## src/design/alarm_cfg.svh

```systemverilog
// constants for the process alarm comparator: codes, register map, reset values
// ****************************************************************************
// ****************************************************************************
`ifndef ALARM_CFG_SVH
`define ALARM_CFG_SVH

`define ALM_CHANNELS     4
`define ALM_DATA_W       16

// ****************************************************************************
// alarm type codes
// ****************************************************************************
`define ALM_OFF          5'h00
`define ALM_UPLO         5'h01
`define ALM_DEV_UP       5'h02
`define ALM_DEV_LO       5'h03
`define ALM_RANGE        5'h04
`define ALM_UPLO_SB      5'h05
`define ALM_DEV_UP_SB    5'h06
`define ALM_DEV_LO_SB    5'h07
`define ALM_ABS_UP       5'h08
`define ALM_ABS_LO       5'h09
`define ALM_ABS_UP_SB    5'h0a
`define ALM_ABS_LO_SB    5'h0b
`define ALM_LOOP_BREAK   5'h0c
`define ALM_RATE         5'h0d
`define ALM_SP_UP        5'h0e
`define ALM_SP_LO        5'h0f
`define ALM_MV_UP        5'h10
`define ALM_MV_LO        5'h11

// ****************************************************************************
// register map (byte addresses, channel address fields, ctrl bit positions)
// ****************************************************************************
`define REG_CTRL         8'h00
`define REG_ALARM        8'h04
`define REG_IRQ_STATUS   8'h08
`define REG_IRQ_MASK     8'h0c
`define REG_CH_BASE_HI   2'h1
`define CH_TYPE          2'h0
`define CH_VALUE         2'h1
`define CH_LOWER         2'h2
`define CH_HYST          2'h3

`define CTRL_HEAT_COOL   0
`define CTRL_RESTART     1
`define CTRL_ASSIGN_LSB  4

// ****************************************************************************
// reset values
// ****************************************************************************
`define RST_TYPE         5'h02
`define RST_ASSIGN       4'hf
`define RST_HYST         16'h0002

`endif

```

## src/design/alarm_pkg.sv

```systemverilog
// types shared by the process alarm comparator
package alarm_pkg;

  typedef logic [4:0] alarm_code_t;

  typedef enum logic [1:0] {
    RESP_OKAY   = 2'b00,
    RESP_SLVERR = 2'b10
  } axi_resp_t;

endpackage

```

## src/design/process_alarm_comparator.sv

```systemverilog
// four-channel process alarm comparator with an axi4-lite register slave
`timescale 1ns/1ps
`include "alarm_cfg.svh"

module process_alarm_comparator
  import alarm_pkg::*;
#(
  parameter int CHANNELS = `ALM_CHANNELS,
  parameter int DATA_W   = `ALM_DATA_W
) (
  input  wire logic                     clk,
  input  wire logic                     rst_n,
  input  wire logic signed [DATA_W-1:0] process_value,
  input  wire logic signed [DATA_W-1:0] set_point,
  input  wire logic signed [DATA_W-1:0] manipulated_variable,
  input  wire logic signed [DATA_W-1:0] manipulated_variable_cool,
  input  wire logic [7:0]               awaddr,
  input  wire logic [2:0]               awprot,
  input  wire logic                     awvalid,
  output logic                          awready,
  input  wire logic [31:0]              wdata,
  input  wire logic [3:0]               wstrb,
  input  wire logic                     wvalid,
  output logic                          wready,
  output logic [1:0]                    bresp,
  output logic                          bvalid,
  input  wire logic                     bready,
  input  wire logic [7:0]               araddr,
  input  wire logic [2:0]               arprot,
  input  wire logic                     arvalid,
  output logic                          arready,
  output logic [31:0]                   rdata,
  output logic [1:0]                    rresp,
  output logic                          rvalid,
  input  wire logic                     rready,
  output logic [CHANNELS-1:0]           alarm_out,
  output logic                          irq
);

  localparam int EW = DATA_W + 2;

  function automatic logic signed [EW-1:0] sx(input logic signed [DATA_W-1:0] v);
    return {{2{v[DATA_W-1]}}, v};
  endfunction

  function automatic logic [31:0] merge(input logic [31:0] old_v, input logic [31:0] new_v,
                                        input logic [3:0] strb);
    logic [31:0] r;
    r = old_v;
    for (int b = 0; b < 4; b++) begin
      if (strb[b]) begin
        r[b*8 +: 8] = new_v[b*8 +: 8];
      end
    end
    return r;
  endfunction

  // ****************************************************************************
  // configuration and status storage
  // ****************************************************************************
  alarm_code_t               alarm_type      [CHANNELS];
  logic signed [DATA_W-1:0]  alarm_value     [CHANNELS];
  logic signed [DATA_W-1:0]  alarm_lower     [CHANNELS];
  logic [DATA_W-1:0]         alarm_hysteresis[CHANNELS];
  logic [CHANNELS-1:0]       type_written;
  logic                      heat_cool;
  logic [CHANNELS-1:0]       assigned;
  logic                      restart;
  logic [CHANNELS-1:0]       irq_status;
  logic [CHANNELS-1:0]       irq_mask;
  logic [CHANNELS-1:0]       alarm_rise;

  // ****************************************************************************
  // axi4-lite write channel
  // ****************************************************************************
  logic [7:0]  aw_addr;
  logic [31:0] w_data;
  logic [3:0]  w_strb;
  logic        aw_held, w_held, wr_fire, wr_ok;
  logic [1:0]  wr_ch;
  logic [1:0]  wr_field;
  logic [31:0] wr_val;

  assign awready  = !aw_held && !bvalid;
  assign wready   = !w_held && !bvalid;
  assign wr_fire  = aw_held && w_held && !bvalid;
  assign wr_ch    = aw_addr[5:4];
  assign wr_field = aw_addr[3:2];
  assign wr_val   = merge({24'h000000, assigned, 2'b00, 1'b0, heat_cool}, w_data, w_strb);

  always_ff @(posedge clk or negedge rst_n) begin
    if (!rst_n) begin
      aw_held <= 1'b0;
      aw_addr <= 8'h00;
      w_held  <= 1'b0;
      w_data  <= 32'h0000_0000;
      w_strb  <= 4'h0;
      bvalid  <= 1'b0;
      bresp   <= RESP_OKAY;
    end else begin
      if (awvalid && awready) begin
        aw_held <= 1'b1;
        aw_addr <= awaddr;
      end
      if (wvalid && wready) begin
        w_held <= 1'b1;
        w_data <= wdata;
        w_strb <= wstrb;
      end
      if (wr_fire) begin
        aw_held <= 1'b0;
        w_held  <= 1'b0;
        bvalid  <= 1'b1;
        bresp   <= wr_ok ? RESP_OKAY : RESP_SLVERR;
      end else if (bvalid && bready) begin
        bvalid <= 1'b0;
      end
    end
  end

  always_comb begin
    wr_ok = 1'b1;
    if (aw_addr[7:6] != `REG_CH_BASE_HI) begin
      wr_ok = (aw_addr == `REG_CTRL) || (aw_addr == `REG_IRQ_STATUS) ||
              (aw_addr == `REG_IRQ_MASK);
    end else if (int'(wr_ch) >= CHANNELS || aw_addr[1:0] != 2'b00) begin
      wr_ok = 1'b0;
    end
  end

  // ****************************************************************************
  // register writes
  // ****************************************************************************
  always_ff @(posedge clk or negedge rst_n) begin
    if (!rst_n) begin
      heat_cool <= 1'b0;
      assigned  <= `RST_ASSIGN;
      restart   <= 1'b1;
      irq_mask  <= '0;
    end else begin
      restart <= 1'b0;
      if (wr_fire && wr_ok && aw_addr == `REG_CTRL) begin
        heat_cool <= wr_val[`CTRL_HEAT_COOL];
        restart   <= wr_val[`CTRL_RESTART];
        assigned  <= wr_val[`CTRL_ASSIGN_LSB +: CHANNELS];
      end
      if (wr_fire && wr_ok && aw_addr == `REG_IRQ_MASK && w_strb[0]) begin
        irq_mask <= w_data[CHANNELS-1:0];
      end
    end
  end

  // set wins over a simultaneous write-one-to-clear
  always_ff @(posedge clk or negedge rst_n) begin
    if (!rst_n) begin
      irq_status <= '0;
    end else begin
      irq_status <= (irq_status &
                     ~((wr_fire && wr_ok && aw_addr == `REG_IRQ_STATUS && w_strb[0]) ?
                       w_data[CHANNELS-1:0] : '0)) | alarm_rise;
    end
  end

  assign irq = |(irq_status & irq_mask);

  always_ff @(posedge clk or negedge rst_n) begin
    if (!rst_n) begin
      for (int c = 0; c < CHANNELS; c++) begin
        alarm_type[c]       <= `RST_TYPE;
        alarm_value[c]      <= '0;
        alarm_lower[c]      <= '0;
        alarm_hysteresis[c] <= `RST_HYST;
      end
      type_written <= '0;
    end else begin
      type_written <= '0;
      if (wr_fire && wr_ok && aw_addr[7:6] == `REG_CH_BASE_HI) begin
        case (wr_field)
          `CH_TYPE: begin
            // unknown codes and a loop-break request off channel 0 keep the old type
            if (w_strb[0] && w_data[7:0] <= 8'(`ALM_MV_LO) &&
                !(w_data[4:0] == `ALM_LOOP_BREAK && wr_ch != 2'h0)) begin
              alarm_type[wr_ch]   <= w_data[4:0];
              type_written[wr_ch] <= 1'b1;
            end
          end
          `CH_VALUE: begin
            alarm_value[wr_ch] <= DATA_W'(merge(32'(alarm_value[wr_ch]), w_data, w_strb));
          end
          `CH_LOWER: begin
            alarm_lower[wr_ch] <= DATA_W'(merge(32'(alarm_lower[wr_ch]), w_data, w_strb));
          end
          default: begin
            alarm_hysteresis[wr_ch] <=
              DATA_W'(merge(32'(alarm_hysteresis[wr_ch]), w_data, w_strb));
          end
        endcase
      end
    end
  end

  // ****************************************************************************
  // axi4-lite read channel
  // ****************************************************************************
  logic [31:0] rd_data;
  logic        rd_ok;

  assign arready = !rvalid;

  always_comb begin
    rd_data = 32'h0000_0000;
    rd_ok   = 1'b1;
    if (araddr[7:6] == `REG_CH_BASE_HI && int'(araddr[5:4]) < CHANNELS &&
        araddr[1:0] == 2'b00) begin
      case (araddr[3:2])
        `CH_TYPE:  rd_data = 32'(alarm_type[araddr[5:4]]);
        `CH_VALUE: rd_data = 32'($unsigned(alarm_value[araddr[5:4]]));
        `CH_LOWER: rd_data = 32'($unsigned(alarm_lower[araddr[5:4]]));
        default:   rd_data = 32'(alarm_hysteresis[araddr[5:4]]);
      endcase
    end else begin
      case (araddr)
        `REG_CTRL:       rd_data = {24'h000000, assigned, 3'b000, heat_cool};
        `REG_ALARM:      rd_data = 32'(alarm_out);
        `REG_IRQ_STATUS: rd_data = 32'(irq_status);
        `REG_IRQ_MASK:   rd_data = 32'(irq_mask);
        default:         rd_ok = 1'b0;
      endcase
    end
  end

  always_ff @(posedge clk or negedge rst_n) begin
    if (!rst_n) begin
      rvalid <= 1'b0;
      rdata  <= 32'h0000_0000;
      rresp  <= RESP_OKAY;
    end else if (arvalid && arready) begin
      rvalid <= 1'b1;
      rdata  <= rd_data;
      rresp  <= rd_ok ? RESP_OKAY : RESP_SLVERR;
    end else if (rvalid && rready) begin
      rvalid <= 1'b0;
    end
  end

  // ****************************************************************************
  // per-channel alarm evaluation
  // ****************************************************************************
  for (genvar c = 0; c < CHANNELS; c++) begin : g_ch
    alarm_code_t           code;
    logic signed [EW-1:0]  q_up, q_lo, thr_up, thr_lo, hy;
    logic                  pair, sb_code, up_st, lo_st, next_up, next_lo;
    logic                  raw, overlap, standby, live, gate;

    assign code = alarm_type[c];

    always_comb begin
      pair    = code == `ALM_UPLO || code == `ALM_RANGE || code == `ALM_UPLO_SB;
      sb_code = code == `ALM_UPLO_SB || code == `ALM_DEV_UP_SB || code == `ALM_DEV_LO_SB ||
                code == `ALM_ABS_UP_SB || code == `ALM_ABS_LO_SB;
      live    = assigned[c] && code != `ALM_OFF && code != `ALM_LOOP_BREAK &&
                code != `ALM_RATE;
      // a dead channel must not carry hysteresis into a later reassignment
      hy      = live ? EW'(alarm_hysteresis[c]) : '0;
      q_up    = sx(process_value);
      q_lo    = sx(process_value);
      if (code == `ALM_SP_UP) begin
        q_up = sx(set_point);
      end else if (code == `ALM_MV_UP) begin
        q_up = sx(manipulated_variable);
      end
      if (code == `ALM_SP_LO) begin
        q_lo = sx(set_point);
      end else if (code == `ALM_MV_LO) begin
        q_lo = heat_cool ? sx(manipulated_variable_cool) : sx(manipulated_variable);
      end
      thr_up = sx(alarm_value[c]);
      thr_lo = sx(alarm_value[c]);
      if (pair) begin
        thr_up = sx(set_point) + sx(alarm_value[c]);
        thr_lo = sx(set_point) - sx(alarm_lower[c]);
      end else if (code == `ALM_DEV_UP || code == `ALM_DEV_UP_SB) begin
        thr_up = sx(set_point) + sx(alarm_value[c]);
      end else if (code == `ALM_DEV_LO || code == `ALM_DEV_LO_SB) begin
        thr_lo = sx(set_point) - sx(alarm_value[c]);
      end
      // once on, a limit releases only past threshold by the hysteresis
      next_up = up_st ? (q_up > thr_up - hy) : (q_up > thr_up);
      next_lo = lo_st ? (q_lo < thr_lo + hy) : (q_lo < thr_lo);
      overlap = (thr_up - hy) <= (thr_lo + hy);
      case (code)
        `ALM_UPLO, `ALM_UPLO_SB:                       raw = next_up || next_lo;
        `ALM_RANGE:                                    raw = !next_up && !next_lo;
        `ALM_DEV_UP, `ALM_DEV_UP_SB, `ALM_ABS_UP, `ALM_ABS_UP_SB,
        `ALM_SP_UP, `ALM_MV_UP:                        raw = next_up;
        `ALM_DEV_LO, `ALM_DEV_LO_SB, `ALM_ABS_LO, `ALM_ABS_LO_SB,
        `ALM_SP_LO, `ALM_MV_LO:                        raw = next_lo;
        default:                                       raw = 1'b0;
      endcase
      // a restart or type write blocks at once, not one edge later when standby rearms
      gate = live && raw && !(sb_code && (standby || restart || type_written[c])) &&
             !(code == `ALM_UPLO_SB && overlap);
    end

    always_ff @(posedge clk or negedge rst_n) begin
      if (!rst_n) begin
        up_st <= 1'b0;
        lo_st <= 1'b0;
      end else begin
        up_st <= next_up;
        lo_st <= next_lo;
      end
    end

    // standby rearms on reset, on a restart request and on a new type
    always_ff @(posedge clk or negedge rst_n) begin
      if (!rst_n) begin
        standby <= 1'b1;
      end else if (restart || type_written[c]) begin
        standby <= 1'b1;
      end else if (!raw) begin
        standby <= 1'b0;
      end
    end

    always_ff @(posedge clk or negedge rst_n) begin
      if (!rst_n) begin
        alarm_out[c]  <= 1'b0;
        alarm_rise[c] <= 1'b0;
      end else begin
        alarm_out[c]  <= gate;
        alarm_rise[c] <= !alarm_out[c] && gate;
      end
    end
  end

endmodule

```

## config.mk

```make
export PLATFORM = sky130hd
export DESIGN_NAME = process_alarm_comparator
export DESIGN_NICKNAME = d
export VERILOG_FILES = /design/src/design/alarm_pkg.sv /design/src/design/process_alarm_comparator.sv
export VERILOG_INCLUDE_DIRS = /design/src /design/src/design
export SDC_FILE = /design/constraint.sdc
export NUM_CORES = 2
export LEC_CHECK = 0
export CAP_MARGIN = 20
export CORE_MARGIN = 2
export CORE_UTILIZATION = 50
export CTS_CLUSTER_DIAMETER = 80
export CTS_CLUSTER_SIZE = 25
export DETAILED_ROUTE_END_ITERATION = 10
export DONT_BUFFER_PORTS = 1
export SYNTH_ARGS = -nofsm -noshare
export SYNTH_HDL_FRONTEND = slang
export SYNTH_SLANG_ARGS = --single-unit
```

## constraint.sdc

```tcl
create_clock -name clk -period 8.2 [get_ports clk]
set_input_delay 1.64 -clock clk [delete_from_list [all_inputs] [get_ports clk]]
set_output_delay 1.64 -clock clk [all_outputs]
set_load 0.02 [all_outputs]
```

==> reports/qor.csv <==
stage;metric;value;unit
outcome;status;finished clean;
cts;clockBufferDepth;3;
timing;max_freq;127.1;MHz
min_path;holdCritStartpoint;alarm_rise[0];
cts;cts_tree;done;
logic_synthesis;synth_seq_cells;298;
power_and_ir_drop;p_switching;6.407;mW
logic_synthesis;synth.cell_area;43700;sq um
power_and_ir_drop;internal_power;6.292;mW
cts;clk_pin_slew;0.10;ns
die;dieHeight;299.7;um
logic_synthesis;synth_cells;5581;
setup_path;crit_required;8.73;ns
setup_path;worst-path-max-fanout;15;
route;wl;194200;um
global_routing;use_met2;0.6081;
cts;clock-sinks;298;
route;drc_errors;0;
place;dpl_cell_area;46390;sq um
setup_path;arrival;8.40;ns
power_and_ir_drop;p_comb_frac;0.703;
cts;ctsHoldBuffers;0;
cells_and_area;design_area;47240;sq um
cells_and_area;layout-drive-gt1-share;0.1069;
logic_synthesis;yosysSeqAreaShare;0.1711;
cts;postCtsSetupBuffers;0;
global_routing;grt_pass1_wl;277300;um
min_path;whs_path_depth;1;
cells_and_area;final_cell_mix;636 x ha_1, 540 x nor2_1, 522 x a21oi_1;
logic_synthesis;synth_cell_type_count;106;
cts;clock_latency;0.63;ns
cells_and_area;synthToLayoutAreaGrowth;8.085;%
setup_path;reg2reg_from;alarm_lower[33];
global_routing;use_met3;0.1261;
die;dieWidth;299.7;um
logic_synthesis;synth-edff-count;0;
global_routing;grt_start_max_net_pins;299;
route;vias;43670;
timing;period_minus_slack;7.871;ns
route;drt_iter0_markers;5230;
route;postRouteAntennaNets;0;
global_routing;overflow;0;
power_and_ir_drop;power.density;268.8;nW/um^2
setup_path;r2r_end;alarm_out[1];
setup_path;crit_slowest_cell;or4_1;
cts;htreeDepth;1;
cts;cts_buffers;20;
setup_path;critPathCaptureType;flip-flop;
die;rows;108;
timing;period_share;0.9598;
global_routing;grt_util_all_layers;0.4235;
timing;drv_slew;0;
global_routing;grt_use_met1;0.5540;
power_and_ir_drop;switching_share;0.5045;
setup_path;slowest_delay;0.50;ns
logic_synthesis;async_flop_share;1.000;
cts;cts_resized;0;
timing;slew-limit-headroom;0.2771;
place;place_ws;-0.1697;ns
logic_synthesis;avgSynthCellArea;7.831;sq um
timing;setup_viol;0;
die;start_util;0.5038;
setup_path;cp_top_family;compound AO/OA/AOI/OAI gates;
route;vias_per_cell;6.423;
timing;finalClockSkew;0.06411;ns
power_and_ir_drop;power;12.70;mW
setup_path;cp-start-kind;input pin;
place;place_congestion;1.054;
setup_path;crit_buf_inv;4;
min_path;whs_endpoint;irq_status[0];
timing;hold_viol;0;
power_and_ir_drop;clkPwrFrac;0.098;
power_and_ir_drop;vdd_drop_max;0.3717;mV
die;pin_count;175;
flow_run;maxCapViolCount;0;
die;die-area;89790;sq um
cts;ctsRootBufferMaster;clkbuf_16;
logic_synthesis;synth_flop_cell;dfrtp_1;
logic_synthesis;yosysWarnings;0;
cells_and_area;nNetsFinal;6413;
die;core-area;86750;sq um
global_routing;grt_pass1_vias;40160;
setup_path;critical_path_class;input pin to flip-flop;
power_and_ir_drop;total_leakage_power;21.14;nW
min_path;hold_class;flip-flop to flip-flop;
power_and_ir_drop;power_frac_seq;0.199;
setup_path;r2r_slack;0.84;ns
route;dr.pass1.iters;6;
global_routing;antenna_found_initial;14;
timing;tightest_slew;1.080;ns
place;hpwl;157100;um
place;portBuffers;0;
timing;finalWorstSetupSlack;0.3293;ns
setup_path;reg2regPathDepth;33;
timing;holdWs;0.4491;ns
global_routing;grt_busiest_layer;met2;
route;drt-wirelength-per-cell;28.56;um
cells_and_area;layout_commonest_cell;ha_1;
## cells by family (layout without fill, tap and decap cells)
| kind of cell | Yosys count | in the layout | synth area share |
|---|---|---|---|
| and+or+nand+nor | 1656 | 1656 | 0.1771 |
| AOI/OAI and AO/OA | 1622 | 1622 | 0.2312 |
| buffers and inverters | 758 | 801 | 0.06736 |
| adders and majority gates | 664 | 664 | 0.1931 |
| muxes | 346 | 346 | 0.1124 |
| DFF | 298 | 298 | 0.1711 |
| xor gates and xnor gates | 236 | 236 | 0.04764 |
| other | 1 | 22 | 0.00008580 |
## per-layer routing
layer	up-vias	wire, um
met3	482	24430
met4	14	15230
met1	20720	76860
li1	20090	-
met2	2364	77590
met5	-	84
## sequential cells by signal (all words and copies together), names as in the netlist, 2 cells and up
name              count
irq_status            4
rdata                16
assigned              4
alarm_hysteresis     64
irq_mask              4
g_ch.code            20
aw_addr               8
alarm_out             4
w_strb                2
alarm_value          64
type_written          4
g_ch.up_st            4
g_ch.standby          4
g_ch.lo_st            4
w_data               16
alarm_lower          64
alarm_rise            4
## stage by stage
step	instances	utilization	TNS, ns
2_1_floorplan	5598	-	0
3_3_place_gp	6760	0.5348	-0.2815
3_5_place_dp	6760	0.5348	-0.8007
4_1_cts	6795	0.5438	0
5_1_grt	6797	0.5444	-0.008951
6_report	6800	0.5445	0
## how the worst max path moves through the flow
stage,startpoint,cells after the start,to,slack (ns)
global route,set_point[0],37,alarm_rise[2],-0.009
finish,set_point[0],33,alarm_rise[0],0.33
detailed placement,set_point[0],34,alarm_rise[2],-0.17
floorplan,set_point[1],29,g_ch[1].standby,0.62
global placement,set_point[0],34,alarm_rise[2],-0.08
CTS,set_point[0],34,alarm_rise[2],0.39
## power groups by stage
| stage | registers [mW] | clock network (mW) | logic, mW |
|---|---|---|---|
| 2_1_floorplan | 2.12 | 0 | 6.10 |
| 3_3_place_gp | 2.50 | 0 | 8.53 |
| 3_5_place_dp | 2.52 | 0 | 8.60 |
| 4_1_cts | 2.48 | 1.26 | 8.67 |
| 5_1_grt | 2.54 | 1.30 | 9.71 |
| 6_report | 2.53 | 1.25 | 8.92 |
## synth_stat cells (107+ instances only)
master,n,area (sq um)
a21o_1,160,1201
a21oi_1,522,2613
clkbuf_1,234,878.3
dfrtp_1,281,7032
ha_1,636,7958
inv_1,468,1757
mux2i_1,162,1622
mux4_2,107,2410
nand2_1,490,1839
nor2_1,549,2061
o21ai_0,414,2072
xnor2_1,150,1314
## layout make-up
type | instances | area [sq um]
fillers | 8346 | 39520
multi-input cells | 4542 | 33460
flip-flops and latches | 298 | 7481
repair buffers | 297 | 2300
inverters | 469 | 1760
well taps | 1155 | 1445
clock buffers | 23 | 511.7
clock inverters | 12 | 270.3
diodes | 4 | 10.01
## worst register-to-register path: cells and delay by family (launching register included)
kind	cells	cell delay (ns)
adder cells (fa/ha/maj)	3	0.96
AND/OR/NAND/NOR	11	1.68
buffers and inverters	3	0.62
AO/OA/AOI/OAI	13	2.80
XOR/XNOR	2	0.43
multiplexers	1	0.30
flip-flops	1	0.42
Power figures use the tool's default switching activity.
